<file path="src/hdl/gpa_regs.vh">
// register map, field positions, reset values and codes of the port block
`ifndef GPA_REGS_VH
`define GPA_REGS_VH

// ----------------------------------------
// register byte offsets
// ----------------------------------------
`define GPA_OFS_PORT 8'h00
`define GPA_OFS_LATCH 8'h04
`define GPA_OFS_DIR 8'h08
`define GPA_OFS_ANCFG 8'h0c
`define GPA_OFS_CMPCTL 8'h10
`define GPA_OFS_CVRCTL 8'h14
`define GPA_OFS_OSCCFG 8'h18

// ----------------------------------------
// reset values
// ----------------------------------------
`define GPA_RST_LATCH 8'h00
`define GPA_RST_DIR 8'hff
`define GPA_RST_ANCFG 6'h00
`define GPA_RST_CMPCTL 6'h07
`define GPA_RST_CVRCTL 8'h00
`define GPA_RST_OSCCFG 4'h6

// ----------------------------------------
// field positions
// ----------------------------------------
`define GPA_ANCFG_W 6
`define GPA_PCFG_MSB 3
`define GPA_CMP_MODE_MSB 2
`define GPA_CMP_ONE_OUT_BIT 6
`define GPA_CMP_TWO_OUT_BIT 7
`define GPA_CVR_OE_BIT 6

// ----------------------------------------
// comparator modes and analog channel decode
// ----------------------------------------
`define GPA_CMP_OFF 3'h7
`define GPA_CMP_BOTH_OUT 3'h3
`define GPA_CMP_TWO_OUT 3'h5
`define GPA_PCFG_LIMIT 4'he

// ----------------------------------------
// oscillator configuration codes
// ----------------------------------------
`define GPA_OSC_LP 4'h0
`define GPA_OSC_XT 4'h1
`define GPA_OSC_HS 4'h2
`define GPA_OSC_RC 4'h3
`define GPA_OSC_RC_OSCILLATOR_WITH_IO 4'h4
`define GPA_OSC_INT_CYCLE_CLOCK_OUTPUT 4'h5
`define GPA_OSC_INT_IO 4'h6
`define GPA_OSC_EC 4'h7
`define GPA_OSC_EXTERNAL_CLOCK_WITH_IO 4'h8

`endif

</file>
<file path="src/hdl/gpa_port.v">
// eight-bit general-purpose port with shared analog, comparator and clock pins
//
// The Wishbone slave port and the placing of the registers were decided locally.
`timescale 1ns/1ns
`include "gpa_regs.vh"
module gpa_port
#(
   parameter PINS = 8
)
(
   input wire clk,
   input wire resetn,
   input wire wb_cyc_i,
   input wire wb_stb_i,
   input wire wb_we_i,
   input wire [7:0] wb_adr_i,
   input wire [3:0] wb_sel_i,
   input wire [31:0] wb_dat_i,
   output reg [31:0] wb_dat_o,
   output reg wb_ack_o,
   input wire comparator_one_output,
   input wire comparator_two_output,
   input wire [PINS-1:0] pad_in,
   output reg [PINS-1:0] pad_out,
   output reg [PINS-1:0] pad_oe,
   output reg [PINS-1:0] analog_sel
);

   // ----------------------------------------
   // state
   // ----------------------------------------
   reg [PINS-1:0] port_latch_bits_ff;
   reg [PINS-1:0] port_direction_bits_ff;
   reg [`GPA_ANCFG_W-1:0] analog_pin_config_ff;
   reg [5:0] comparator_control_ff;
   reg [7:0] comparator_reference_control_ff;
   reg [3:0] osc_config_ff;
   reg [1:0] cyc_div_ff;
   reg cycle_clock_output_ff;

   wire wb_req;
   wire wr_en;
   wire [2:0] cmp_mode;
   wire cmp_on;
   wire cvr_oe;
   wire pin6_io;
   wire pin6_cycle_clock_output;
   wire pin7_io;
   wire [PINS-1:0] io_mask;
   wire [PINS-1:0] an_en;
   wire [PINS-1:0] kill_in;
   wire [PINS-1:0] kill_out;
   wire [PINS-1:0] force_oe;
   wire [PINS-1:0] ovr_en;
   wire [PINS-1:0] ovr_val;
   wire [PINS-1:0] nxt_pad_out;
   wire [PINS-1:0] nxt_pad_oe;
   wire [PINS-1:0] pin_read;
   reg [31:0] nxt_rd_data;

   // ----------------------------------------
   // analog channel decode
   // ----------------------------------------
   // a channel is analog while pcfg plus its channel number stays within the limit
   function chan_analog;
      input [3:0] pcfg;
      input [3:0] chan;
      reg [4:0] sum;
      begin
         sum = {1'b0, pcfg} + {1'b0, chan};
         chan_analog = (sum <= {1'b0, `GPA_PCFG_LIMIT});
      end
   endfunction

   // ----------------------------------------
   // oscillator pin ownership
   // ----------------------------------------
   assign pin6_io = (osc_config_ff == `GPA_OSC_RC_OSCILLATOR_WITH_IO) | (osc_config_ff == `GPA_OSC_INT_IO) |
      (osc_config_ff == `GPA_OSC_EXTERNAL_CLOCK_WITH_IO);
   assign pin6_cycle_clock_output = (osc_config_ff == `GPA_OSC_RC) | (osc_config_ff == `GPA_OSC_INT_CYCLE_CLOCK_OUTPUT) |
      (osc_config_ff == `GPA_OSC_EC);
   assign pin7_io = (osc_config_ff == `GPA_OSC_INT_IO) | (osc_config_ff == `GPA_OSC_INT_CYCLE_CLOCK_OUTPUT);
   assign io_mask = {pin7_io, pin6_io, 6'h3f};

   // ----------------------------------------
   // analog and comparator selection
   // ----------------------------------------
   assign cmp_mode = comparator_control_ff[`GPA_CMP_MODE_MSB:0];
   assign cmp_on = (cmp_mode != `GPA_CMP_OFF);
   assign cvr_oe = comparator_reference_control_ff[`GPA_CVR_OE_BIT];

   // comparators running also claim pins 0-3 as analog inputs
   assign an_en[0] = chan_analog(analog_pin_config_ff[`GPA_PCFG_MSB:0], 4'h0) | cmp_on;
   assign an_en[1] = chan_analog(analog_pin_config_ff[`GPA_PCFG_MSB:0], 4'h1) | cmp_on;
   assign an_en[2] = chan_analog(analog_pin_config_ff[`GPA_PCFG_MSB:0], 4'h2) | cmp_on;
   assign an_en[3] = chan_analog(analog_pin_config_ff[`GPA_PCFG_MSB:0], 4'h3) | cmp_on;
   assign an_en[4] = 1'b0;
   assign an_en[5] = chan_analog(analog_pin_config_ff[`GPA_PCFG_MSB:0], 4'h4);
   assign an_en[6] = 1'b0;
   assign an_en[7] = 1'b0;

   // ----------------------------------------
   // per-pin overrides
   // ----------------------------------------
   assign kill_in = an_en | {~pin7_io, ~pin6_io, 3'h0, cvr_oe, 2'h0};
   assign kill_out = {~pin7_io, ~pin6_io & ~pin6_cycle_clock_output, 3'h0, cvr_oe, 2'h0};
   assign force_oe = {1'b0, pin6_cycle_clock_output, 6'h00};
   assign ovr_en[0] = 1'b0;
   assign ovr_en[1] = 1'b0;
   assign ovr_en[2] = 1'b0;
   assign ovr_en[3] = 1'b0;
   assign ovr_en[4] = (cmp_mode == `GPA_CMP_BOTH_OUT);
   assign ovr_en[5] = (cmp_mode == `GPA_CMP_BOTH_OUT) | (cmp_mode == `GPA_CMP_TWO_OUT);
   assign ovr_en[6] = pin6_cycle_clock_output;
   assign ovr_en[7] = 1'b0;
   assign ovr_val = {1'b0, cycle_clock_output_ff, comparator_two_output, comparator_one_output, 4'h0};

   // ----------------------------------------
   // pin muxes
   // ----------------------------------------
   genvar gi;
   generate
      for (gi = 0; gi < PINS; gi = gi + 1)
      begin : g_pin
         gpa_pin_mux u_mux
         (
            .dir(port_direction_bits_ff[gi]),
            .lat(port_latch_bits_ff[gi]),
            .ovr_en(ovr_en[gi]),
            .ovr_val(ovr_val[gi]),
            .force_oe(force_oe[gi]),
            .kill_out(kill_out[gi]),
            .kill_in(kill_in[gi]),
            .pad_level(pad_in[gi]),
            .nxt_out(nxt_pad_out[gi]),
            .nxt_oe(nxt_pad_oe[gi]),
            .rd_level(pin_read[gi])
         );
      end
   endgenerate

   // ----------------------------------------
   // pad registers and cycle clock divider
   // ----------------------------------------
   // pads lag the registers by one edge so every output is a flip-flop
   always @(posedge clk or negedge resetn)
   begin
      if (!resetn)
      begin
         pad_out <= 8'h00;
         pad_oe <= 8'h00;
         analog_sel <= 8'h00;
         cyc_div_ff <= 2'h0;
         cycle_clock_output_ff <= 1'b0;
      end
      else
      begin
         pad_out <= nxt_pad_out;
         pad_oe <= nxt_pad_oe;
         analog_sel <= an_en;
         cyc_div_ff <= cyc_div_ff + 2'h1;
         // high for two cycles, low for two: a quarter of the system clock
         cycle_clock_output_ff <= cyc_div_ff[1];
      end
   end

   // ----------------------------------------
   // wishbone slave
   // ----------------------------------------
   // single-cycle answer; the master holds the request, so ack is dropped a cycle later
   assign wb_req = wb_cyc_i & wb_stb_i & ~wb_ack_o;
   assign wr_en = wb_req & wb_we_i & wb_sel_i[0];

   // ----------------------------------------
   // address decode
   // ----------------------------------------
   // one decode feeds both the read mux and the write strobes, so they cannot disagree on the map
   // unmapped offsets hit nothing: they are still acked, read 0 and drop writes
   wire hit_port;
   wire hit_latch;
   wire hit_dir;
   wire hit_ancfg;
   wire hit_cmpctl;
   wire hit_cvrctl;
   wire hit_osccfg;

   assign hit_port = (wb_adr_i == `GPA_OFS_PORT);
   assign hit_latch = (wb_adr_i == `GPA_OFS_LATCH);
   assign hit_dir = (wb_adr_i == `GPA_OFS_DIR);
   assign hit_ancfg = (wb_adr_i == `GPA_OFS_ANCFG);
   assign hit_cmpctl = (wb_adr_i == `GPA_OFS_CMPCTL);
   assign hit_cvrctl = (wb_adr_i == `GPA_OFS_CVRCTL);
   assign hit_osccfg = (wb_adr_i == `GPA_OFS_OSCCFG);

   always @*
   begin
      nxt_rd_data = 32'h00000000;
      if (hit_port)
      begin
         nxt_rd_data[7:0] = pin_read & io_mask;
      end
      else if (hit_latch)
      begin
         nxt_rd_data[7:0] = port_latch_bits_ff & io_mask;
      end
      else if (hit_dir)
      begin
         nxt_rd_data[7:0] = port_direction_bits_ff & io_mask;
      end
      else if (hit_ancfg)
      begin
         nxt_rd_data[7:0] = {2'h0, analog_pin_config_ff};
      end
      else if (hit_cmpctl)
      begin
         nxt_rd_data[7:0] = {comparator_two_output, comparator_one_output, comparator_control_ff};
      end
      else if (hit_cvrctl)
      begin
         nxt_rd_data[7:0] = comparator_reference_control_ff;
      end
      else if (hit_osccfg)
      begin
         nxt_rd_data[3:0] = osc_config_ff;
      end
   end

   always @(posedge clk or negedge resetn)
   begin
      if (!resetn)
      begin
         wb_ack_o <= 1'b0;
         wb_dat_o <= 32'h00000000;
      end
      else
      begin
         wb_ack_o <= wb_req;
         wb_dat_o <= wb_req ? nxt_rd_data : 32'h00000000;
      end
   end

   // ----------------------------------------
   // register writes
   // ----------------------------------------
   always @(posedge clk or negedge resetn)
   begin
      if (!resetn)
      begin
         port_latch_bits_ff <= `GPA_RST_LATCH;
         port_direction_bits_ff <= `GPA_RST_DIR;
         analog_pin_config_ff <= `GPA_RST_ANCFG;
         comparator_control_ff <= `GPA_RST_CMPCTL;
         comparator_reference_control_ff <= `GPA_RST_CVRCTL;
         osc_config_ff <= `GPA_RST_OSCCFG;
      end
      else if (wr_en)
      begin
         // port and latch offsets both land in the latch
         if (hit_port || hit_latch)
         begin
            port_latch_bits_ff <= wb_dat_i[7:0];
         end
         else if (hit_dir)
         begin
            port_direction_bits_ff <= wb_dat_i[7:0];
         end
         else if (hit_ancfg)
         begin
            analog_pin_config_ff <= wb_dat_i[`GPA_ANCFG_W-1:0];
         end
         else if (hit_cmpctl)
         begin
            comparator_control_ff <= wb_dat_i[5:0];
         end
         else if (hit_cvrctl)
         begin
            comparator_reference_control_ff <= wb_dat_i[7:0];
         end
         else if (hit_osccfg)
         begin
            osc_config_ff <= wb_dat_i[3:0];
         end
      end
   end

endmodule

</file>
<file path="src/hdl/gpa_pin_mux.v">
// one port pin: output select, driver enable and digital input gate
`timescale 1ns/1ns
module gpa_pin_mux
(
   input wire dir,
   input wire lat,
   input wire ovr_en,
   input wire ovr_val,
   input wire force_oe,
   input wire kill_out,
   input wire kill_in,
   input wire pad_level,
   output wire nxt_out,
   output wire nxt_oe,
   output wire rd_level
);

   // ----------------------------------------
   // output path
   // ----------------------------------------
   // analog selection is deliberately absent here: it never touches the output
   assign nxt_out = ovr_en ? ovr_val : lat;
   assign nxt_oe = ~kill_out & (force_oe | ~dir);

   // ----------------------------------------
   // input path
   // ----------------------------------------
   // gated input reads 0 so a floating analog level cannot toggle logic
   assign rd_level = pad_level & ~kill_in;

endmodule

</file>
<file path="config.mk">
export PLATFORM = sky130hd
export DESIGN_NAME = gpa_port
export DESIGN_NICKNAME = d
export VERILOG_FILES = /design/src/hdl/gpa_port.v /design/src/hdl/gpa_pin_mux.v
export VERILOG_INCLUDE_DIRS = /design/src /design/src/hdl
export SDC_FILE = /design/constraint.sdc
export NUM_CORES = 1
export LEC_CHECK = 0
export ABC_AREA = 1
export ABC_CLOCK_PERIOD_IN_PS = 1350
export BUFFER_PORTS_ARGS = -buffer_cell sky130_fd_sc_hd__buf_2
export CAP_MARGIN = 20
export CORE_UTILIZATION = 46
export CTS_BUF_LIST = sky130_fd_sc_hd__clkbuf_4 sky130_fd_sc_hd__clkbuf_8 sky130_fd_sc_hd__clkbuf_16
export DETAILED_ROUTE_END_ITERATION = 16
export GPL_ROUTABILITY_DRIVEN = 0
export MAX_ROUTING_LAYER = met4
export PLACE_DENSITY = 0.82
export SKIP_CTS_REPAIR_TIMING = 1
export SYNTH_ARGS = -nofsm -noshare
export SYNTH_HDL_FRONTEND = slang
export SYNTH_SLANG_ARGS = --single-unit
</file>
<file path="constraint.sdc">
create_clock -name clk -period 1.35 [get_ports clk]
set_input_delay 0.27 -clock clk [delete_from_list [all_inputs] [get_ports clk]]
set_output_delay 0.27 -clock clk [all_outputs]
set_load 0.005 [all_outputs]
</file>
After elaboration in Yosys (flattened, before gate mapping)
Index checks and enable logic that the tools add are counted.

word-level totals
  register bits after elaboration = 73
  input bits = 59
  output and inout port bits = 57
  word-level logic and storage cells = 116

operators by class
  $add $sub $neg = 5
  order comparisons = 5
  equality and inequality tests = 15
  mux-type cells = 12
  bitwise logic cells = 58
  reduce and logical (&&, ||, !) cells = 8

operators with widths
  kind                                                  number
  two-way mux 8 bit                                     6
  NOT 1 bit                                             27
  AND 8 bit                                             3
  equality test 8 x 5 -> 1 bit (second input constant)  3
  <= comparator 5 x 4 -> 1 bit (second input constant)  4
  AND 1 bit                                             16
  equality test 4 x 3 -> 1 bit (second input constant)  4
  equality test 8 x 4 -> 1 bit (second input constant)  2
  two-way mux 4 bit                                     3
  bitwise OR 1 bit                                      11
  adder 4 x 2 -> 5 bit (second input constant)          2
  equality test 8 x 3 -> 1 bit (second input constant)  1
  zero test 8 bit                                       1
  bitwise OR 6 x 8 -> 8 bit                             1
  AND reduction 7 bit                                   1
  AND reduction 6 bit                                   1
  adder 4 x 1 -> 5 bit (second input constant)          1
  adder 4 x 3 -> 5 bit (second input constant)          1
  AND reduction 5 bit                                   1
  equality test 4 x 2 -> 1 bit (second input constant)  1
  equality test 4 bit (second input constant)           1
  <= comparator 4 bit (second input constant)           1
  AND reduction 4 bit                                   1
  equality test 3 x 2 -> 1 bit (second input constant)  1
  other kinds (7)                                       9

Logic depth before layout (Yosys ltp)
  depth after elaboration = 10
  gate-level depth with buffers = 11
  gate-level depth less buffers = 11

Cells and area by module
From an unflattened synthesis, not the netlist that was laid out.

second synthesis, totals
  cells, all modules = 445
  area, all modules = 3842.4 µm²

by module, submodules not included
  module       times used  cells an instance  area each (µm²)  seq. area each (µm²)
  gpa_port     1           389                3582.2           1843.0
  gpa_pin_mux  8           7                  32.5             0.0

Worst setup path after synthesis
OpenSTA, ideal clock, no wires.

  kind = register to register
  start point = reg wb_ack_o
  end point = reg comparator_reference_control_ff[6]
  library setup time = 118 ps
  arrival time = 1283 ps
  required time = 1232 ps
  setup slack = -51 ps
  cell stages (with the launch flop) = 10
  buffers on the path = 1
  clock period less this slack = 1401 ps
  cells stage by stage = dfrtp_1 -> nor2_4 -> inv_2 -> nor2_4 -> nand2_4 -> nor2_8 -> nand2_4 -> buf_6 -> nand2_1 -> o21ai_2

on the way
  longest elaborated chain between the ends = 5

RTL lines
  what                           RTL line        source
  start: declaration             gpa_port.v:20   output reg wb_ack_o,
  start signal: assignment       gpa_port.v:237  wb_ack_o <= wb_req;
  NOT 1 bit                      gpa_port.v:171  assign wb_req = wb_cyc_i & wb_stb_i & ~wb_ack_o;
  AND 1 bit                      gpa_port.v:171
  net wb_req                     gpa_port.v:41   wire wb_req;
  AND 1 bit (2 in series)        gpa_port.v:172  assign wr_en = wb_req & wb_we_i & wb_sel_i[0];
  AND reduction 6 bit (no line)  --
  end signal: assignment         gpa_port.v:253  comparator_reference_control_ff <= `GPA_RST_CVRCTL;
  end signal: assignment         gpa_port.v:277  comparator_reference_control_ff <= wb_dat_i[7:0];
  end: declaration               gpa_port.v:36   reg [7:0] comparator_reference_control_ff;

The timed path passes the listed nets, and every way through them passes these cells.
A chain may end at the register's enable or synchronous reset.

Final worst setup path
  start point = reg wb_ack_o
  end point = reg comparator_reference_control_ff[1]

Same word-level chain as after synthesis.

==> key figures <==
Route
  – Residual DRC: 0
  – ANT nets after route: 0
  – Router iterations before antenna repair: 5
  – Post-Route WL: about 9500 µm
  – DR WL/cell: 14.7 µm
  – Drt first-iter violations: around 230
  – Vias per Instance: roughly 5.1
  – Vias: 3,309

Min path
  – Worst min path class: primary input to register
  – Hold path cells: 3
  – Worst hold start: wb_dat_i[6]

Global routing
  – Met1 Use GR: 27.5%
  – Initial antenna violation count: 0
  – Met2 usage: 37.6%
  – Gr busiest metal: met2
  – Total GRT Usage: 23.5%
  – Met3 Use GR: 4.61%
  – First-pass GRT wire length: 14,400 µm
  – Vias in the first global route: 3,074
  – Pin count of the biggest net entering global routing: 74
  – GR Overflow Total: 0

Synth
  – Synth Flop Type: dfrtp_1
  – Share of the synthesized area in the top cell type: 40.9%
  – Number of synthesized register bits: 73
  – Ys Warns: 0
  – Mapped Avg Cell Area: about 8.5 µm²
  – Synthesized instance count: around 430
  – Post-synth top cells: nand2_1 (110), dfrtp_1 (60), inv_1 (43)
  – Fraction of registers with async set/reset: 100%
  – Synth area leader: dfrtp_1
  – Dominant cells by area after synthesis: dfrtp_1 (41%), nand2_1 (11%), dfstp_2 (9.3%)
  – Distinct cells, synth: 35
  – Post-synthesis sequential area ratio: 50.2%
  – Synthesized area: around 0.0037 mm²
  – Post-synth EDFFs: 0
  – Most numerous cell in the Yosys netlist: nand2_1

Floorplan
  – Die area: 0.00834 mm²
  – Initial Utilization: between 40% and 50%
  – IO Count: ~120
  – Core Box Area: 0.00773 mm²
  – Die H: 91.3 µm
  – # rows: 32
  – Die X: 91.3 µm

Critical path
  – WP data required: 1.59 ns
  – Internal reg-to-reg setup slack: -0.13 ns
  – Worst Setup SP: wb_ack_o$_DFF_PN0_
  – Nature of the critical path startpoint: register
  – WS Path Type: register to register
  – Worst r2r dst: comparator_reference_control_ff[1]$_DFFE_PN0P_
  – CP endpoint kind: register
  – Reg2Reg Launch Point: wb_ack_o$_DFF_PN0_
  – CP endpoint: comparator_reference_control_ff[1]$_DFFE_PN0P_
  – Critical Path AT: 1.71 ns
  – Max Fanout on Critical Path: 8
  – R2R depth: 9

Final layout
  – N_diodes: 0
  – Fill count: 623
  – Area Overhead vs Synth: 29.7%
  – Fin util: between 60% and 70%
  – Nets: 604
  – Layout cell share with drive strength beyond 1: a little under two fifths
  – Post-Layout Cell Count: ~650

STA
  – Fin crit share: 109%
  – Final Hold Viols: 0
  – RSZ-0062 raised after global routing: yes
  – Worst clock skew: 0.00860 ns
  – Endpoints failing setup: 18
  – Max-slew violations: 0
  – Min Tclk post-route: roughly 1.5 ns
  – Peak Freq: 677 MHz
  – Setup WS post-layout: -0.128 ns

Power
  – Power Density: 911 mW/mm²
  – Comb power frac: 7.5%
  – Lkg Pwr: 2.30 nW
  – Clock Power Share: between 40% and 50%
  – Peak VDD IR: 0.418 mV
  – Internal power: approximately 3.3 mW
  – Net Sw Power: 1.04 mW
  – Switching Share: 24.1%
  – Sequential share of power: 51.1%

CTS
  – Root Buffer Master: clkbuf_8
  – Max clock buf depth: 2
  – Worst-skew pair later-pin latency: around 0.36 ns
  – TritonCTS clock tree: built
  – H-tree depth: 3
  – Clk slew on worst S/H paths: 0.07 ns
  – CTS Buf Count: 9
  – CTS Sinks: 73

Flow run
  – Max cap viols: 0

Place
  – Final HPWL DP: 6410 µm
  – Placed insts: 623
  – I/O Buffers: 61

Status
  – Violated checks: negative setup slack
  – Outcome: complete, but fails checks
==> per-stage QoR <==
stage	setup slack (ns)	area [µm²]	setup TNS (ns)	hold slack [ns]	total power [mW]
2_1_floorplan	-0.0262	3790	-0.0685	-0.0256	2.43
3_3_place_gp	-0.146	4280	-3.11	0.320	2.55
3_5_place_dp	-0.188	4280	-5.10	0.324	2.56
4_1_cts	-0.102	4490	-0.618	-0.0528	4.32
5_1_grt	-0.205	4760	-3.10	0.179	4.51
6_report	-0.128	4760	-1.18	0.177	4.34
==> registers in the layout, indices dropped and copies added (netlist names) <==
name and cells:
comparator_reference_control_ff 8, pad_oe 8, pad_out 8, port_direction_bits_ff 8, port_latch_bits_ff 8, wb_dat_o 8, analog_pin_config_ff 6, comparator_control_ff 6
analog_sel 5, osc_config_ff 4, cyc_div_ff 2, cycle_clock_output_ff 1, wb_ack_o 1
==> power groups by stage <==
stage | Combinational [mW] | Clock, mW | Sequential (mW)
floorplan | 0.176 | 0 | 2.26
global placement | 0.292 | 0 | 2.26
detailed placement | 0.299 | 0 | 2.26
CTS | 0.300 | 1.80 | 2.22
global route | 0.361 | 1.93 | 2.22
finish | 0.325 | 1.79 | 2.22
==> layer usage <==
layer | part of all wire, % | up-vias
li1 | - | 1542
met1 | 39 | 1578
met2 | 51 | 149
met3 | 5.7 | 40
met4 | 4.3 | 0
met5 | 0 | -
==> worst min-delay path by stage <==
stage / to / slack (ns)
finish: port_direction_bits_ff[6]$_DFFE_PN1P_ / 0.18
global route: port_direction_bits_ff[6]$_DFFE_PN1P_ / 0.18
CTS: analog_pin_config_ff[4]$_DFFE_PN0P_ / -0.05
detailed placement: analog_pin_config_ff[0]$_DFFE_PN0P_ / 0.32
global placement: analog_pin_config_ff[0]$_DFFE_PN0P_ / 0.32
floorplan: analog_pin_config_ff[0]$_DFFE_PN0P_ / -0.03
==> layout by cell type, fill, tap and decap left out, types with 6 or more instances in the layout <==
| master | instances |
|---|---|
| nand2_1 | 94 |
| buf_2 | 61 |
| nor2_4 | 7 |
| o21ai_2 | 12 |
| nand3_1 | 29 |
| conb_1 | 27 |
| o21ai_1 | 23 |
| o21ai_0 | 16 |
| dfrtp_1 | 58 |
| dfstp_2 | 13 |
| nand2_4 | 6 |
| a21oi_1 | 7 |
| inv_1 | 41 |
| nor2_1 | 30 |
| nor2_2 | 6 |
| buf_4 | 37 |
| clkbuf_8 | 11 |
| nand2_2 | 15 |
==> critical path, cell delays in order, from the launching register on <==
cell	delay (ns)
dfrtp_1	0.41
nor2_4	0.11
inv_2	0.06
nor2_4	0.13
nand2_4	0.11
nor2_8	0.17
buf_6	0.14
nand2_8	0.09
nand2_2	0.08
o21ai_2	0.05
==> kinds of logic (layout without fill, tap and decap cells) <==
group	Yosys count	in the layout	synth area share (%)
AOI/OAI and AO/OA	66	66	10.0
DFF	73	73	50.2
buffers and inverters	83	169	12.0
adders and majority gates	5	5	1.70
xor gates and xnor gates	1	1	0.239
other	1	27	0.102
and+or+nand+nor	200	202	25.1
muxes	2	2	0.580
==> area by class of cell <==
| class | count | area [µm²] | area share [%] |
|---|---|---|---|
| clock buffer | 12 | 159 | 3.34 |
| clock inverter | 4 | 51.3 | 1.08 |
| inverter | 48 | 186 | 3.92 |
| multi-input combinational | 303 | 1700 | 35.8 |
| sequential | 73 | 1850 | 38.8 |
| tap | 102 | 128 | 2.68 |
| timing repair buffer | 105 | 687 | 14.4 |
Note: power is estimated with default switching activity, not from simulation.
